### src/inc/diag_pkg.sv
package diag_pkg;

  // Routine codes from the five-bit selector
  localparam logic [4:0] CODE_SEQ_SCAN = 5'h12;
  localparam logic [4:0] CODE_BFLY     = 5'h13;
  localparam logic [4:0] CODE_WRRD     = 5'h18;
  localparam logic [4:0] CODE_FORMAT   = 5'h19;
  localparam logic [4:0] CODE_SET_SD   = 5'h1A;
  localparam logic [4:0] CODE_SET_DD   = 5'h1B;

  // Geometry defaults
  localparam int          DEF_TRACKS   = 77;
  localparam int          DEF_SECTORS  = 26;
  localparam logic [6:0]  TRACK_HOME   = 7'h00;
  localparam logic [6:0]  TRACK_FIRST  = 7'h01;
  localparam logic [4:0]  SECTOR_FIRST = 5'h01;

  // Data field contents of the set-density routines
  localparam int          SD_FIELD_BYTES = 128;
  localparam int          DD_FIELD_BYTES = 256;
  localparam int          CRC_BYTES      = 2;

  // Halt codes produced by the sequencer itself
  localparam logic [3:0]  ERR_COMPARE  = 4'hE;
  localparam logic [3:0]  ERR_SELECT   = 4'hF;
  localparam logic [3:0]  STATUS_OK    = 4'h0;

  // Pattern generator seed and multipliers
  localparam logic [7:0]  PAT_SEED     = 8'hA5;
  localparam logic [7:0]  PAT_MUL_TRK  = 8'h1D;
  localparam logic [7:0]  PAT_MUL_SEC  = 8'h3B;

  typedef enum logic [2:0] {
    CMD_SEEK    = 3'h0,
    CMD_DETECT  = 3'h1,
    CMD_READ    = 3'h2,
    CMD_WRITE   = 3'h3,
    CMD_FORMAT  = 3'h4,
    CMD_DATA_SD = 3'h5,
    CMD_DATA_DD = 3'h6
  } cmd_type;

  // Gray along home, density, seek, transfer; halt off the path
  typedef enum logic [2:0] {
    ST_HOME = 3'h0,
    ST_DENS = 3'h1,
    ST_SEEK = 3'h3,
    ST_XFER = 3'h2,
    ST_HALT = 3'h6
  } state_type;

endpackage

### src/rtl/drive_diagnostic_sequencer.sv
module drive_diagnostic_sequencer
  import diag_pkg::*;
#(
  parameter int TRACKS  = DEF_TRACKS,
  parameter int SECTORS = DEF_SECTORS
) (
  input  wire logic       clk,
  input  wire logic       rst_n,
  input  wire logic [4:0] routine_code,
  input  wire logic       drive_ack,
  input  wire logic [3:0] drive_status,
  input  wire logic       density_dd,
  input  wire logic [7:0] read_sig,
  output cmd_type         cmd_kind,
  output logic            cmd_req,
  output logic [6:0]      cmd_track,
  output logic [4:0]      cmd_sector,
  output logic [7:0]      wr_data,
  output logic            media_dd,
  output logic            head_load,
  output logic [9:1]      lamp
);

  localparam logic [6:0] IDX_LAST    = 7'(TRACKS - 1);
  localparam logic [4:0] SECTOR_LAST = 5'(SECTORS);

  ////////////////////////////////////////////////////////////////////////////
  // Decoding helpers

  function automatic logic known_code(input logic [4:0] c);
    return (c == CODE_SEQ_SCAN) || (c == CODE_BFLY) || (c == CODE_WRRD) ||
           (c == CODE_FORMAT) || (c == CODE_SET_SD) || (c == CODE_SET_DD);
  endfunction

  function automatic logic write_code(input logic [4:0] c);
    return (c == CODE_WRRD) || (c == CODE_FORMAT) ||
           (c == CODE_SET_SD) || (c == CODE_SET_DD);
  endfunction

  // Index 0 is home; then alternate high and low ends
  function automatic logic [6:0] track_of(input logic [6:0] i, input logic bfly);
    logic [6:0] j;
    j = i - 7'h01;
    if (!bfly || i == TRACK_HOME)
      return i;
    return j[0] ? 7'(TRACK_FIRST + (j >> 1)) : 7'(IDX_LAST - (j >> 1));
  endfunction

  function automatic logic [7:0] pattern_of(input logic [6:0] t, input logic [4:0] s);
    return PAT_SEED ^ 8'({1'b0, t} * PAT_MUL_TRK) ^ 8'({3'h0, s} * PAT_MUL_SEC);
  endfunction

  ////////////////////////////////////////////////////////////////////////////
  // State

  state_type  state;
  logic       started;
  logic [4:0] code_q;
  logic       wpass;
  logic [6:0] idx;
  logic [4:0] sector;
  logic [3:0] halt_code;

  wire        bfly       = (code_q == CODE_BFLY) && !wpass;
  wire [6:0]  cur_track  = track_of(idx, bfly);
  wire        verify     = (code_q == CODE_WRRD) && !wpass;
  wire        need_dens  = !wpass || (code_q == CODE_WRRD);
  wire        ack        = cmd_req && drive_ack;
  wire        fault      = drive_status != STATUS_OK;
  wire        mismatch   = verify && (cmd_kind == CMD_READ) && (read_sig != wr_data);
  wire        last_sec   = sector == SECTOR_LAST;
  wire        last_idx   = idx == IDX_LAST;
  wire        active     = started && (state != ST_HALT);

  // Write pass kind chosen by routine; reads ignore data unless verifying
  cmd_type xfer_kind;
  always_comb begin
    xfer_kind = CMD_READ;
    if (wpass) begin
      case (code_q)
        CODE_WRRD:   xfer_kind = CMD_WRITE;
        CODE_FORMAT: xfer_kind = CMD_FORMAT;
        CODE_SET_SD: xfer_kind = CMD_DATA_SD;
        CODE_SET_DD: xfer_kind = CMD_DATA_DD;
        default:     xfer_kind = CMD_READ;
      endcase
    end
  end

  cmd_type next_kind;
  always_comb begin
    case (state)
      ST_DENS: next_kind = CMD_DETECT;
      ST_XFER: next_kind = xfer_kind;
      default: next_kind = CMD_SEEK;
    endcase
  end

  // Lamp 9 green while running; 5-8 show track bits then the halt code
  logic [9:1] next_lamp;
  always_comb begin
    if (!started)
      next_lamp = '0;
    else if (state == ST_HALT)
      next_lamp = {1'b0, halt_code, 4'h0};
    else
      next_lamp = {1'b1, cur_track[3:0], !wpass, wpass, 1'b0, media_dd};
  end

  ////////////////////////////////////////////////////////////////////////////
  // Sequencer

  always_ff @(posedge clk) begin
    if (!rst_n) begin
      state      <= ST_HOME;
      started    <= 1'b0;
      code_q     <= 5'h00;
      wpass      <= 1'b0;
      idx        <= TRACK_HOME;
      sector     <= SECTOR_FIRST;
      halt_code  <= STATUS_OK;
      cmd_req    <= 1'b0;
      cmd_kind   <= CMD_SEEK;
      cmd_track  <= TRACK_HOME;
      cmd_sector <= SECTOR_FIRST;
      wr_data    <= 8'h00;
      media_dd   <= 1'b0;
      head_load  <= 1'b0;
      lamp       <= '0;
    end else begin
      lamp <= next_lamp;
      if (!started) begin
        // Selector is only meaningful in the first cycle after reset
        started <= 1'b1;
        code_q  <= routine_code;
        wpass   <= write_code(routine_code);
        if (!known_code(routine_code)) begin
          state     <= ST_HALT;
          halt_code <= ERR_SELECT;
        end
      end else if (ack && (fault || mismatch)) begin
        state     <= ST_HALT;
        halt_code <= fault ? drive_status : ERR_COMPARE;
        cmd_req   <= 1'b0;
        head_load <= 1'b0;
      end else if (active && !cmd_req) begin
        cmd_req    <= 1'b1;
        cmd_kind   <= next_kind;
        cmd_track  <= cur_track;
        cmd_sector <= sector;
        wr_data    <= pattern_of(cur_track, sector);
      end else if (ack) begin
        cmd_req <= 1'b0;
        case (state)
          ST_HOME: begin
            head_load <= 1'b1;
            state     <= need_dens ? ST_DENS : ST_SEEK;
          end
          ST_DENS: begin
            media_dd <= density_dd;
            state    <= ST_SEEK;
          end
          ST_SEEK: state <= ST_XFER;
          ST_XFER: begin
            if (!last_sec) begin
              sector <= sector + 5'h01;
            end else begin
              sector <= SECTOR_FIRST;
              if (!last_idx) begin
                idx   <= idx + 7'h01;
                state <= ST_SEEK;
              end else begin
                // Pass over: any write pass ends; scan repeats from home
                idx   <= TRACK_HOME;
                wpass <= 1'b0;
                state <= ST_HOME;
              end
            end
          end
          default: state <= ST_HALT;
        endcase
      end
    end
  end

  ////////////////////////////////////////////////////////////////////////////
  // Checks

  AST_HALT_QUIET: assert property (@(posedge clk) disable iff (!rst_n)
    state == ST_HALT |=> !cmd_req && !head_load)
    else $error("drive activity after halt");

  AST_HALT_HELD: assert property (@(posedge clk) disable iff (!rst_n)
    state == ST_HALT ##1 state == ST_HALT |=> state == ST_HALT && $stable(lamp))
    else $error("halt display not held");

  AST_FAULT_CODE: assert property (@(posedge clk) disable iff (!rst_n)
    started && state != ST_HALT && cmd_req && drive_ack && drive_status != STATUS_OK
    |=> state == ST_HALT ##1 lamp[8:5] == $past(drive_status, 2))
    else $error("fault code not shown on lamps");

  AST_GREEN_DARK: assert property (@(posedge clk) disable iff (!rst_n)
    state == ST_HALT |=> !lamp[9] && !(cmd_req && cmd_kind == CMD_SEEK))
    else $error("green lamp lit in halt");

  AST_BFLY_FIRST: assert property (@(posedge clk) disable iff (!rst_n)
    state == ST_SEEK && bfly && idx == 7'h01 |-> cur_track == IDX_LAST ##0
    track_of(7'h02, 1'b1) == TRACK_FIRST)
    else $error("butterfly order wrong");

  AST_COMPARE: assert property (@(posedge clk) disable iff (!rst_n)
    ack && mismatch && !fault |=> state == ST_HALT && halt_code == ERR_COMPARE)
    else $error("compare mismatch not halted");

  AST_SCAN_IGNORES_DATA: assert property (@(posedge clk) disable iff (!rst_n)
    ack && !fault && !wpass && code_q != CODE_WRRD && state != ST_HALT
    |=> state != ST_HALT)
    else $error("scan halted without a drive fault");

  AST_WRITE_ONCE: assert property (@(posedge clk) disable iff (!rst_n)
    started && !wpass |=> !wpass)
    else $error("write pass repeated");

  AST_LAMPS_READING: assert property (@(posedge clk) disable iff (!rst_n)
    started && $fell(wpass) |=> !lamp[3] && lamp[4] ##1 !lamp[3])
    else $error("progress lamps wrong after write pass");

  AST_DD_FIELD: assert property (@(posedge clk) disable iff (!rst_n)
    $rose(cmd_req) && state == ST_XFER && wpass && code_q == CODE_SET_DD
    |-> cmd_kind == CMD_DATA_DD)
    else $error("wrong data field kind");

  AST_HOME_TRACK: assert property (@(posedge clk) disable iff (!rst_n)
    $rose(cmd_req) && state == ST_HOME |-> cmd_track == TRACK_HOME && cmd_kind == CMD_SEEK)
    else $error("pass does not start at track 00");

endmodule // drive_diagnostic_sequencer

### config.mk
export PLATFORM = sky130hd
export DESIGN_NAME = drive_diagnostic_sequencer
export DESIGN_NICKNAME = d
export VERILOG_FILES = /design/src/inc/diag_pkg.sv /design/src/rtl/drive_diagnostic_sequencer.sv
export SDC_FILE = /design/constraint.sdc
export NUM_CORES = 1
export LEC_CHECK = 0
export BUFFER_PORTS_ARGS = -buffer_cell sky130_fd_sc_hd__clkbuf_2
export CAP_MARGIN = 40
export CORE_UTILIZATION = 57
export DETAILED_ROUTE_END_ITERATION = 8
export PLACE_DENSITY = 0.79
export RECOVER_POWER = 25
export SLEW_MARGIN = 20
export SYNTH_ARGS = -nofsm -noshare
export SYNTH_HDL_FRONTEND = slang
export SYNTH_SLANG_ARGS = --single-unit
### constraint.sdc
create_clock -name clk -period 10.5 [get_ports clk]
set_clock_uncertainty 0.15 [all_clocks]
set_input_delay 1.575 -clock clk [delete_from_list [all_inputs] [get_ports clk]]
set_output_delay 1.575 -clock clk [all_outputs]
set_load 0.01 [all_outputs]
==> results.py, run 1 <==
metrics = {
    "clock_tree": {
        "cts.clk_slew.worst_paths_ps": 70,
        "cts_resized": 0,
        "cts_made_buffers": 9,
        "cts-root-buf": "clkbuf_8",
        "cts_tree": "built",
        "clk_latency_ps": 340,
        "htree_levels": 3,
        "post_cts_buffers": 0,
        "hold_buffers": 0,
        "cts.path.max_buffers": 2,
        "cts_sinks": 60,
    },
    "floorplanning": {
        "rows": 30,
        "start_util_pct": 59.1,
        "die_area_um2": 7380,
        "num_io_pins": 56,
        "die_h_um": 85.9,
        "design.core.area_um2": 6790,
        "die_x_um": 85.9,
    },
    "route": {
        "wl_um": 9470,
        "first_pass_iters": 4,
        "ant_nets": 0,
        "wl_per_cell_um": 15.9,
        "drc": 0,
        "drt-initial-drc-count": 164,
        "dr_total_vias": 3390,
        "viasPerCell": 5.68,
    },
    "synth": {
        "ys_ff_latch": 60,
        "yosys.cell_types.count": 59,
        "postSynth.asyncResetShare_pct": 0,
        "yosysWarnings": 0,
        "postSynthAreaPerCell_um2": 8.84,
        "ys_seq_area_share_pct": 29.9,
        "yosysTopAreaCell": "dfxtp_1",
        "syn_inst": 454,
        "synthTopCellsByArea": "dfxtp_1, ha_1, xnor2_1",
        "synth-main-ff-cell": "dfxtp_1",
        "syn_area_um2": 4020,
        "synth_top_cell_area_share_pct": 29.9,
        "ys_top_cells_by_count": "dfxtp_1, nand2_1, ha_1, nor2_1, xnor2_1",
        "synth.most_common_cell": "dfxtp_1",
        "syn-num-nets": 516,
        "synth_edf_count": 0,
    },
    "global_routing": {
        "grt_pass1_vias": 3262,
        "grt_max_degree": 33,
        "grt_pass1_wl_um": 15700,
        "antenna_found_initial": 0,
        "track_usage_pct": 27.5,
        "grt_overflow_total": 0,
    },
    "placement": {
        "gp_congestion": 1.02,
        "io_buffers": 54,
        "dp_slack_ps": 4620,
        "dp_hpwl_um": 7070,
    },
    "finish": {
        "diodes": 0,
        "finalNetCount": 558,
        "syn2layout_area_growth_pct": 12.5,
        "utilization_pct": 66.5,
        "layout-drive-gt1-share_pct": 14.8,
    },
    "outcome": {
        "status": "finished clean",
    },
    "critical_path": {
        "r2r_cells": 21,
        "reg2reg_slack_ps": 4540,
        "regToRegStartpoint": "idx[0]",
        "worst_ep_required_time_ps": 10580,
        "arrival_ps": 6040,
        "reg2reg_to": "wr_data[7]",
        "critical_path.max_fanout": 18,
        "worst_setup_path_end_kind": "flop",
        "crit_path_start_kind": "flop",
        "worstSetupPathType": "reg2reg",
    },
    "sta": {
        "finalSetupViolCount": 0,
        "finalHoldViolCount": 0,
        "min_period_over_period_pct": 56.7,
        "finalWorstSetupSlack_ps": 4540,
        "worst_slew_pin_slew_ps": 1120,
        "slew_headroom_pct": 25.1,
        "min_period_ps": 5960,
        "fmax_ghz": 0.168,
        "rsz0062_at_grt": "no",
        "drv_slew": 0,
        "setup-tns-final_ps": 0,
    },
    "power": {
        "intPower_uw": 401,
        "p_leak_uw": 0.00211,
        "power.density_nw_per_um2": 118,
        "clockPowerShare_pct": 43.3,
        "sequentialPowerShare_pct": 46.6,
        "vdd_drop_max_mv": 0.108,
        "switching_share_pct": 24.6,
        "switchingPower_uw": 131,
        "pwr-share-comb_pct": 10.1,
    },
    "min_path": {
        "hold_path_startpoint": "cmd_track[3]",
        "min-delay-path-class": "reg2reg",
        "worstHoldPathCells": 2,
        "hold_end": "cmd_track[3]",
    },
    "flow_run": {
        "max_cap_viol_count": 0,
    },
}
## metrics by stage
step / cell area, µm² / total power, µW / hold slack, ps / std cells
after floorplan: 4020 / 284 / 306 / 454
after global placement: 4280 / 302 / 309 / 578
after detailed placement: 4330 / 306 / 315 / 581
after CTS: 4550 / 536 / 325 / 597
after global routing: 4520 / 552 / 352 / 597
final: 4520 / 531 / 320 / 597
## kinds of logic (layout without fill, tap and decap cells)
group / Yosys count / count (layout) / share of synthesized area, %
xor+xnor: 47 / 47 / 11.2
fa+ha+maj: 41 / 41 / 14.5
flops: 60 / 60 / 29.9
compound gates: 90 / 90 / 15.6
mux: 14 / 14 / 3.61
other cells: 1 / 1 / 0.0934
simple gates: 154 / 154 / 20.0
buf+inv: 47 / 94 / 5.17
## metal layers
layer	share of wire [%]	GRT usage, %	vias to the layer above
li1	-	-	1651
met1	44	34.6	1604
met2	47	44.6	101
met3	5.1	6.64	34
met4	3.6	12.6	0
met5	0	0	-
## layout make-up
| type | instances | area, µm² |
|---|---|---|
| clock buffers | 12 | 145 |
| clock inverters | 4 | 72.6 |
| fillers | 565 | 2280 |
| inverters | 21 | 78.8 |
| multi-input cells | 347 | 2610 |
| flip-flops and latches | 60 | 1200 |
| well taps | 96 | 120 |
| repair buffers | 57 | 294 |
## critical path: stages, from the launching register on
cell and delay (ps):
dfxtp_1 720, inv_1 280, ha_1 370, xor2_2 190
inv_1 100, ha_1 190, nand2_1 80, xor2_1 170
a21oi_1 590, ha_1 380, xor2_1 170, ha_1 340
fa_1 460, ha_1 350, a21o_1 170, a21oi_1 170
xnor2_1 160, xnor2_1 190, xnor2_2 140, xnor3_1 240
xnor2_1 160, o21ai_1 70
## cell usage in the layout, fill, tap and decap left out, types with 3 or more instances in the layout
cell type and instances:
nor4_1 5, nand2_1 54, ha_1 32, or3_1 4, dfxtp_1 60, and2_1 5, xor2_1 19, nand4_1 5
nor2b_1 13, nor2_1 30, a21oi_1 18, o21ai_0 15, xnor2_1 24, mux2i_1 13, or4_1 6, a21o_1 4
clkbuf_8 10, o211a_1 9, o311ai_0 3, clkbuf_2 46, a21boi_0 19, nor3b_1 5, nand3_1 8, fa_1 9
o211ai_1 5, inv_1 21, o21ai_1 3, clkbuf_1 11
## sequential cells by signal (all words and copies together) (netlist names)
| register | flops |
|---|---|
| code_q | 5 |
| wpass | 1 |
| sector | 5 |
| wr_data | 8 |
| cmd_req | 1 |
| state | 3 |
| started | 1 |
| halt_code | 4 |
| media_dd | 1 |
| head_load | 1 |
| cmd_track | 7 |
| cmd_kind | 3 |
| idx | 7 |
| cmd_sector | 5 |
| lamp | 8 |
## power groups by stage
stage / Sequential, µW / Clock [µW] / Combinational (µW)
2_1_floorplan: 251 / 0 / 32.8
6_report: 247 / 230 / 53.8
3_3_place_gp: 252 / 0 / 49.9
5_1_grt: 248 / 244 / 59.4
4_1_cts: 247 / 234 / 54.8
3_5_place_dp: 252 / 0 / 54.1
## how the worst max path moves through the flow
stage / cells past startpoint / startpoint / endpoint / slack [ps]
2_1_floorplan: 21 / idx[0] / wr_data[7] / 5440
3_3_place_gp: 21 / idx[0] / wr_data[7] / 4770
3_5_place_dp: 21 / idx[0] / wr_data[7] / 4620
4_1_cts: 21 / idx[0] / wr_data[7] / 4610
5_1_grt: 20 / idx[0] / wr_data[7] / 4140
6_report: 21 / idx[0] / wr_data[7] / 4540
(Power assumes the default switching activity.)
==> run 2: changes to the inputs <==
--- a/config.mk
+++ b/config.mk
@@ -5,6 +5,7 @@
 export SDC_FILE = /design/constraint.sdc
 export NUM_CORES = 1
 export LEC_CHECK = 0
+export ABC_AREA = 1
 export BUFFER_PORTS_ARGS = -buffer_cell sky130_fd_sc_hd__clkbuf_2
 export CAP_MARGIN = 40
 export CORE_UTILIZATION = 57
==> constraint.sdc (replaced) <==
create_clock -name clk -period 5.7 [get_ports clk]
set_clock_uncertainty 0.15 [all_clocks]
set_input_delay 0.855 -clock clk [delete_from_list [all_inputs] [get_ports clk]]
set_output_delay 0.855 -clock clk [all_outputs]
set_load 0.01 [all_outputs]
==> results.py, run 2 <==
metrics = {
    "clock_tree": {
        "cts_sinks": 60,
        "cts_made_buffers": 9,
        "htree_levels": 3,
        "hold_buffers": 0,
        "cts_resized": 0,
        "cts.path.max_buffers": 2,
        "post_cts_buffers": 0,
        "clk_latency_ps": 350,
        "cts-root-buf": "clkbuf_8",
        "cts.clk_slew.worst_paths_ps": 70,
        "cts_tree": "built",
    },
    "critical_path": {
        "critPathMaxStageDelay_ps": 580,
        "cp_slowest_cell": "dfxtp_1",
        "reg2reg_slack_ps": 620,
        "worst_ep_required_time_ps": 5800,
        "worstSetupPathType": "reg2reg",
        "critical_path.max_fanout": 15,
        "crit_path_start_kind": "flop",
        "arrival_ps": 5170,
        "worst_setup_path_end_kind": "flop",
    },
    "power": {
        "vdd_drop_max_mv": 0.141,
        "switchingPower_uw": 261,
        "clockPowerShare_pct": 38.0,
        "power.density_nw_per_um2": 196,
        "intPower_uw": 649,
        "p_leak_uw": 0.00236,
        "switching_share_pct": 28.7,
        "pwr-share-comb_pct": 11.9,
        "sequentialPowerShare_pct": 50.2,
    },
    "min_path": {
        "min-delay-path-class": "reg2reg",
    },
    "outcome": {
        "failed_checks": "max-capacitance violations, max-slew violations",
        "status": "complete, but fails checks",
    },
    "synth": {
        "ys_ff_latch": 60,
        "syn_inst": 564,
        "synth.most_common_cell": "nand2_1",
        "ys_top_cells_by_count": "nand2_1, inv_1, dfxtp_1, nor2_1, o21ai_0",
        "yosys.cell_types.count": 46,
        "yosysTopAreaCell": "dfxtp_1",
        "synth-main-ff-cell": "dfxtp_1",
        "yosysWarnings": 0,
        "synth_edf_count": 0,
        "syn_area_um2": 4180,
        "synthTopCellsByArea": "dfxtp_1, ha_1, nand2_1",
        "syn-num-nets": 626,
        "synth_top_cell_area_share_pct": 28.7,
        "postSynthAreaPerCell_um2": 7.42,
        "ys_seq_area_share_pct": 28.7,
        "postSynth.asyncResetShare_pct": 0,
    },
    "route": {
        "drc": 0,
        "wl_um": 10200,
        "viasPerCell": 5.35,
        "dr_total_vias": 3831,
        "ant_nets": 0,
        "wl_per_cell_um": 14.3,
        "first_pass_iters": 5,
        "drt-initial-drc-count": 267,
    },
    "placement": {
        "place_inst": 700,
        "gp_congestion": 0.885,
        "dp_hpwl_um": 7600,
        "io_buffers": 54,
    },
    "floorplanning": {
        "die_h_um": 87.7,
        "design.core.area_um2": 6940,
        "die_area_um2": 7690,
        "rows": 30,
        "start_util_pct": 60.2,
        "num_io_pins": 56,
        "die_x_um": 87.7,
    },
    "finish": {
        "final_common_cell": "nand2_1",
        "layout-drive-gt1-share_pct": 15.2,
        "layout_common_cells": "nand2_1, inv_1, dfxtp_1, nor2_1, o21ai_0",
        "syn2layout_area_growth_pct": 10.9,
        "top_regs": "lamp (8), wr_data (8)",
        "diodes": 0,
        "finalNonFillerCells": 716,
        "finalNetCount": 677,
    },
    "sta": {
        "drv_slew": 37,
        "finalHoldViolCount": 0,
        "fmax_ghz": 0.197,
        "setup-tns-final_ps": 0,
        "slew_headroom_pct": -1.75,
        "min_period_over_period_pct": 89.1,
        "min_period_ps": 5080,
        "worst_slew_pin_slew_ps": 1530,
        "rsz0062_at_grt": "no",
        "finalSetupViolCount": 0,
    },
    "global_routing": {
        "track_usage_pct": 28.0,
        "grt_max_degree": 37,
        "grt_pass1_wl_um": 16500,
        "grt_overflow_total": 0,
        "antenna_found_initial": 0,
        "grt_pass1_vias": 3520,
    },
    "flow_run": {
        "max_cap_viol_count": 1,
    },
}
==> run 2: cell types whose count changed after synthesis, sizes merged, moves of 10 or more <==
cell	before	now
nor2	31	54
a21boi	19	0
a21oi	18	34
mux2i	13	0
nand2	54	107
o21ai	18	42
nor2b	13	0
nor3	2	12
nand3	8	37
inv	21	79
==> run 2: layout make-up <==
cell class | instances | area, µm²
multi-input combinational | 405 | 2570
fill | 627 | 2300
sequential | 60 | 1200
inverter | 81 | 304
timing repair buffer | 58 | 277
clock buffer | 12 | 145
tap | 96 | 120
clock inverter | 4 | 25.0
==> run 2: per-layer routing <==
metal	wire, µm	track usage (%)	vias up
met5	0	0	-
met4	191	9.09	0
met3	451	5.37	18
met2	4790	45.7	102
met1	4820	37.2	1781
li1	-	-	1930
==> run 2: power groups by stage <==
| stage | combinational, µW | clock (µW) | sequential (µW) |
|---|---|---|---|
| final | 108 | 346 | 456 |
| after global routing | 120 | 366 | 459 |
| after CTS | 109 | 347 | 456 |
| after detailed placement | 108 | 0 | 466 |
| after global placement | 107 | 0 | 465 |
| after floorplan | 64.8 | 0 | 469 |
==> run 2: per-stage QoR <==
step | utilization [%] | worst slack (ps) | instance area, µm² | hold slack, ps | power [µW]
after floorplan | - | 1260 | 4180 | 276 | 534
after global placement | 64.7 | 857 | 4490 | 292 | 572
after detailed placement | 64.7 | 662 | 4490 | 298 | 574
after CTS | 67.2 | 631 | 4660 | 308 | 912
after global routing | 66.8 | 200 | 4640 | 325 | 946
final | 66.8 | 623 | 4640 | 306 | 910
==> run 2: cell families after synthesis <==
| logic type | Yosys count | share of synthesized area, % |
|---|---|---|
| flops | 60 | 28.7 |
| fa+ha+maj | 41 | 13.9 |
| xor+xnor | 35 | 7.51 |
| compound gates | 97 | 13.7 |
| buf+inv | 99 | 9.99 |
| simple gates | 231 | 26.1 |
| other cells | 1 | 0.0897 |
==> run 2: worst paths after layout <==
path / startpoint / end / depth (start not counted)
setup / recovery: idx[0] / wr_data[7] / 28
hold / removal: media_dd / lamp[1] / 2
setup reg to reg: idx[0] / wr_data[7] / 28
hold reg to reg: media_dd / lamp[1] / 2
==> run 2: worst max-delay path: cells and delay by family (launching register included) <==
kind | cells | cell delay (ps)
buf+inv | 6 | 540
simple gates | 11 | 780
compound gates | 3 | 660
flops | 1 | 580
fa+ha+maj | 6 | 1920
xor+xnor | 2 | 360
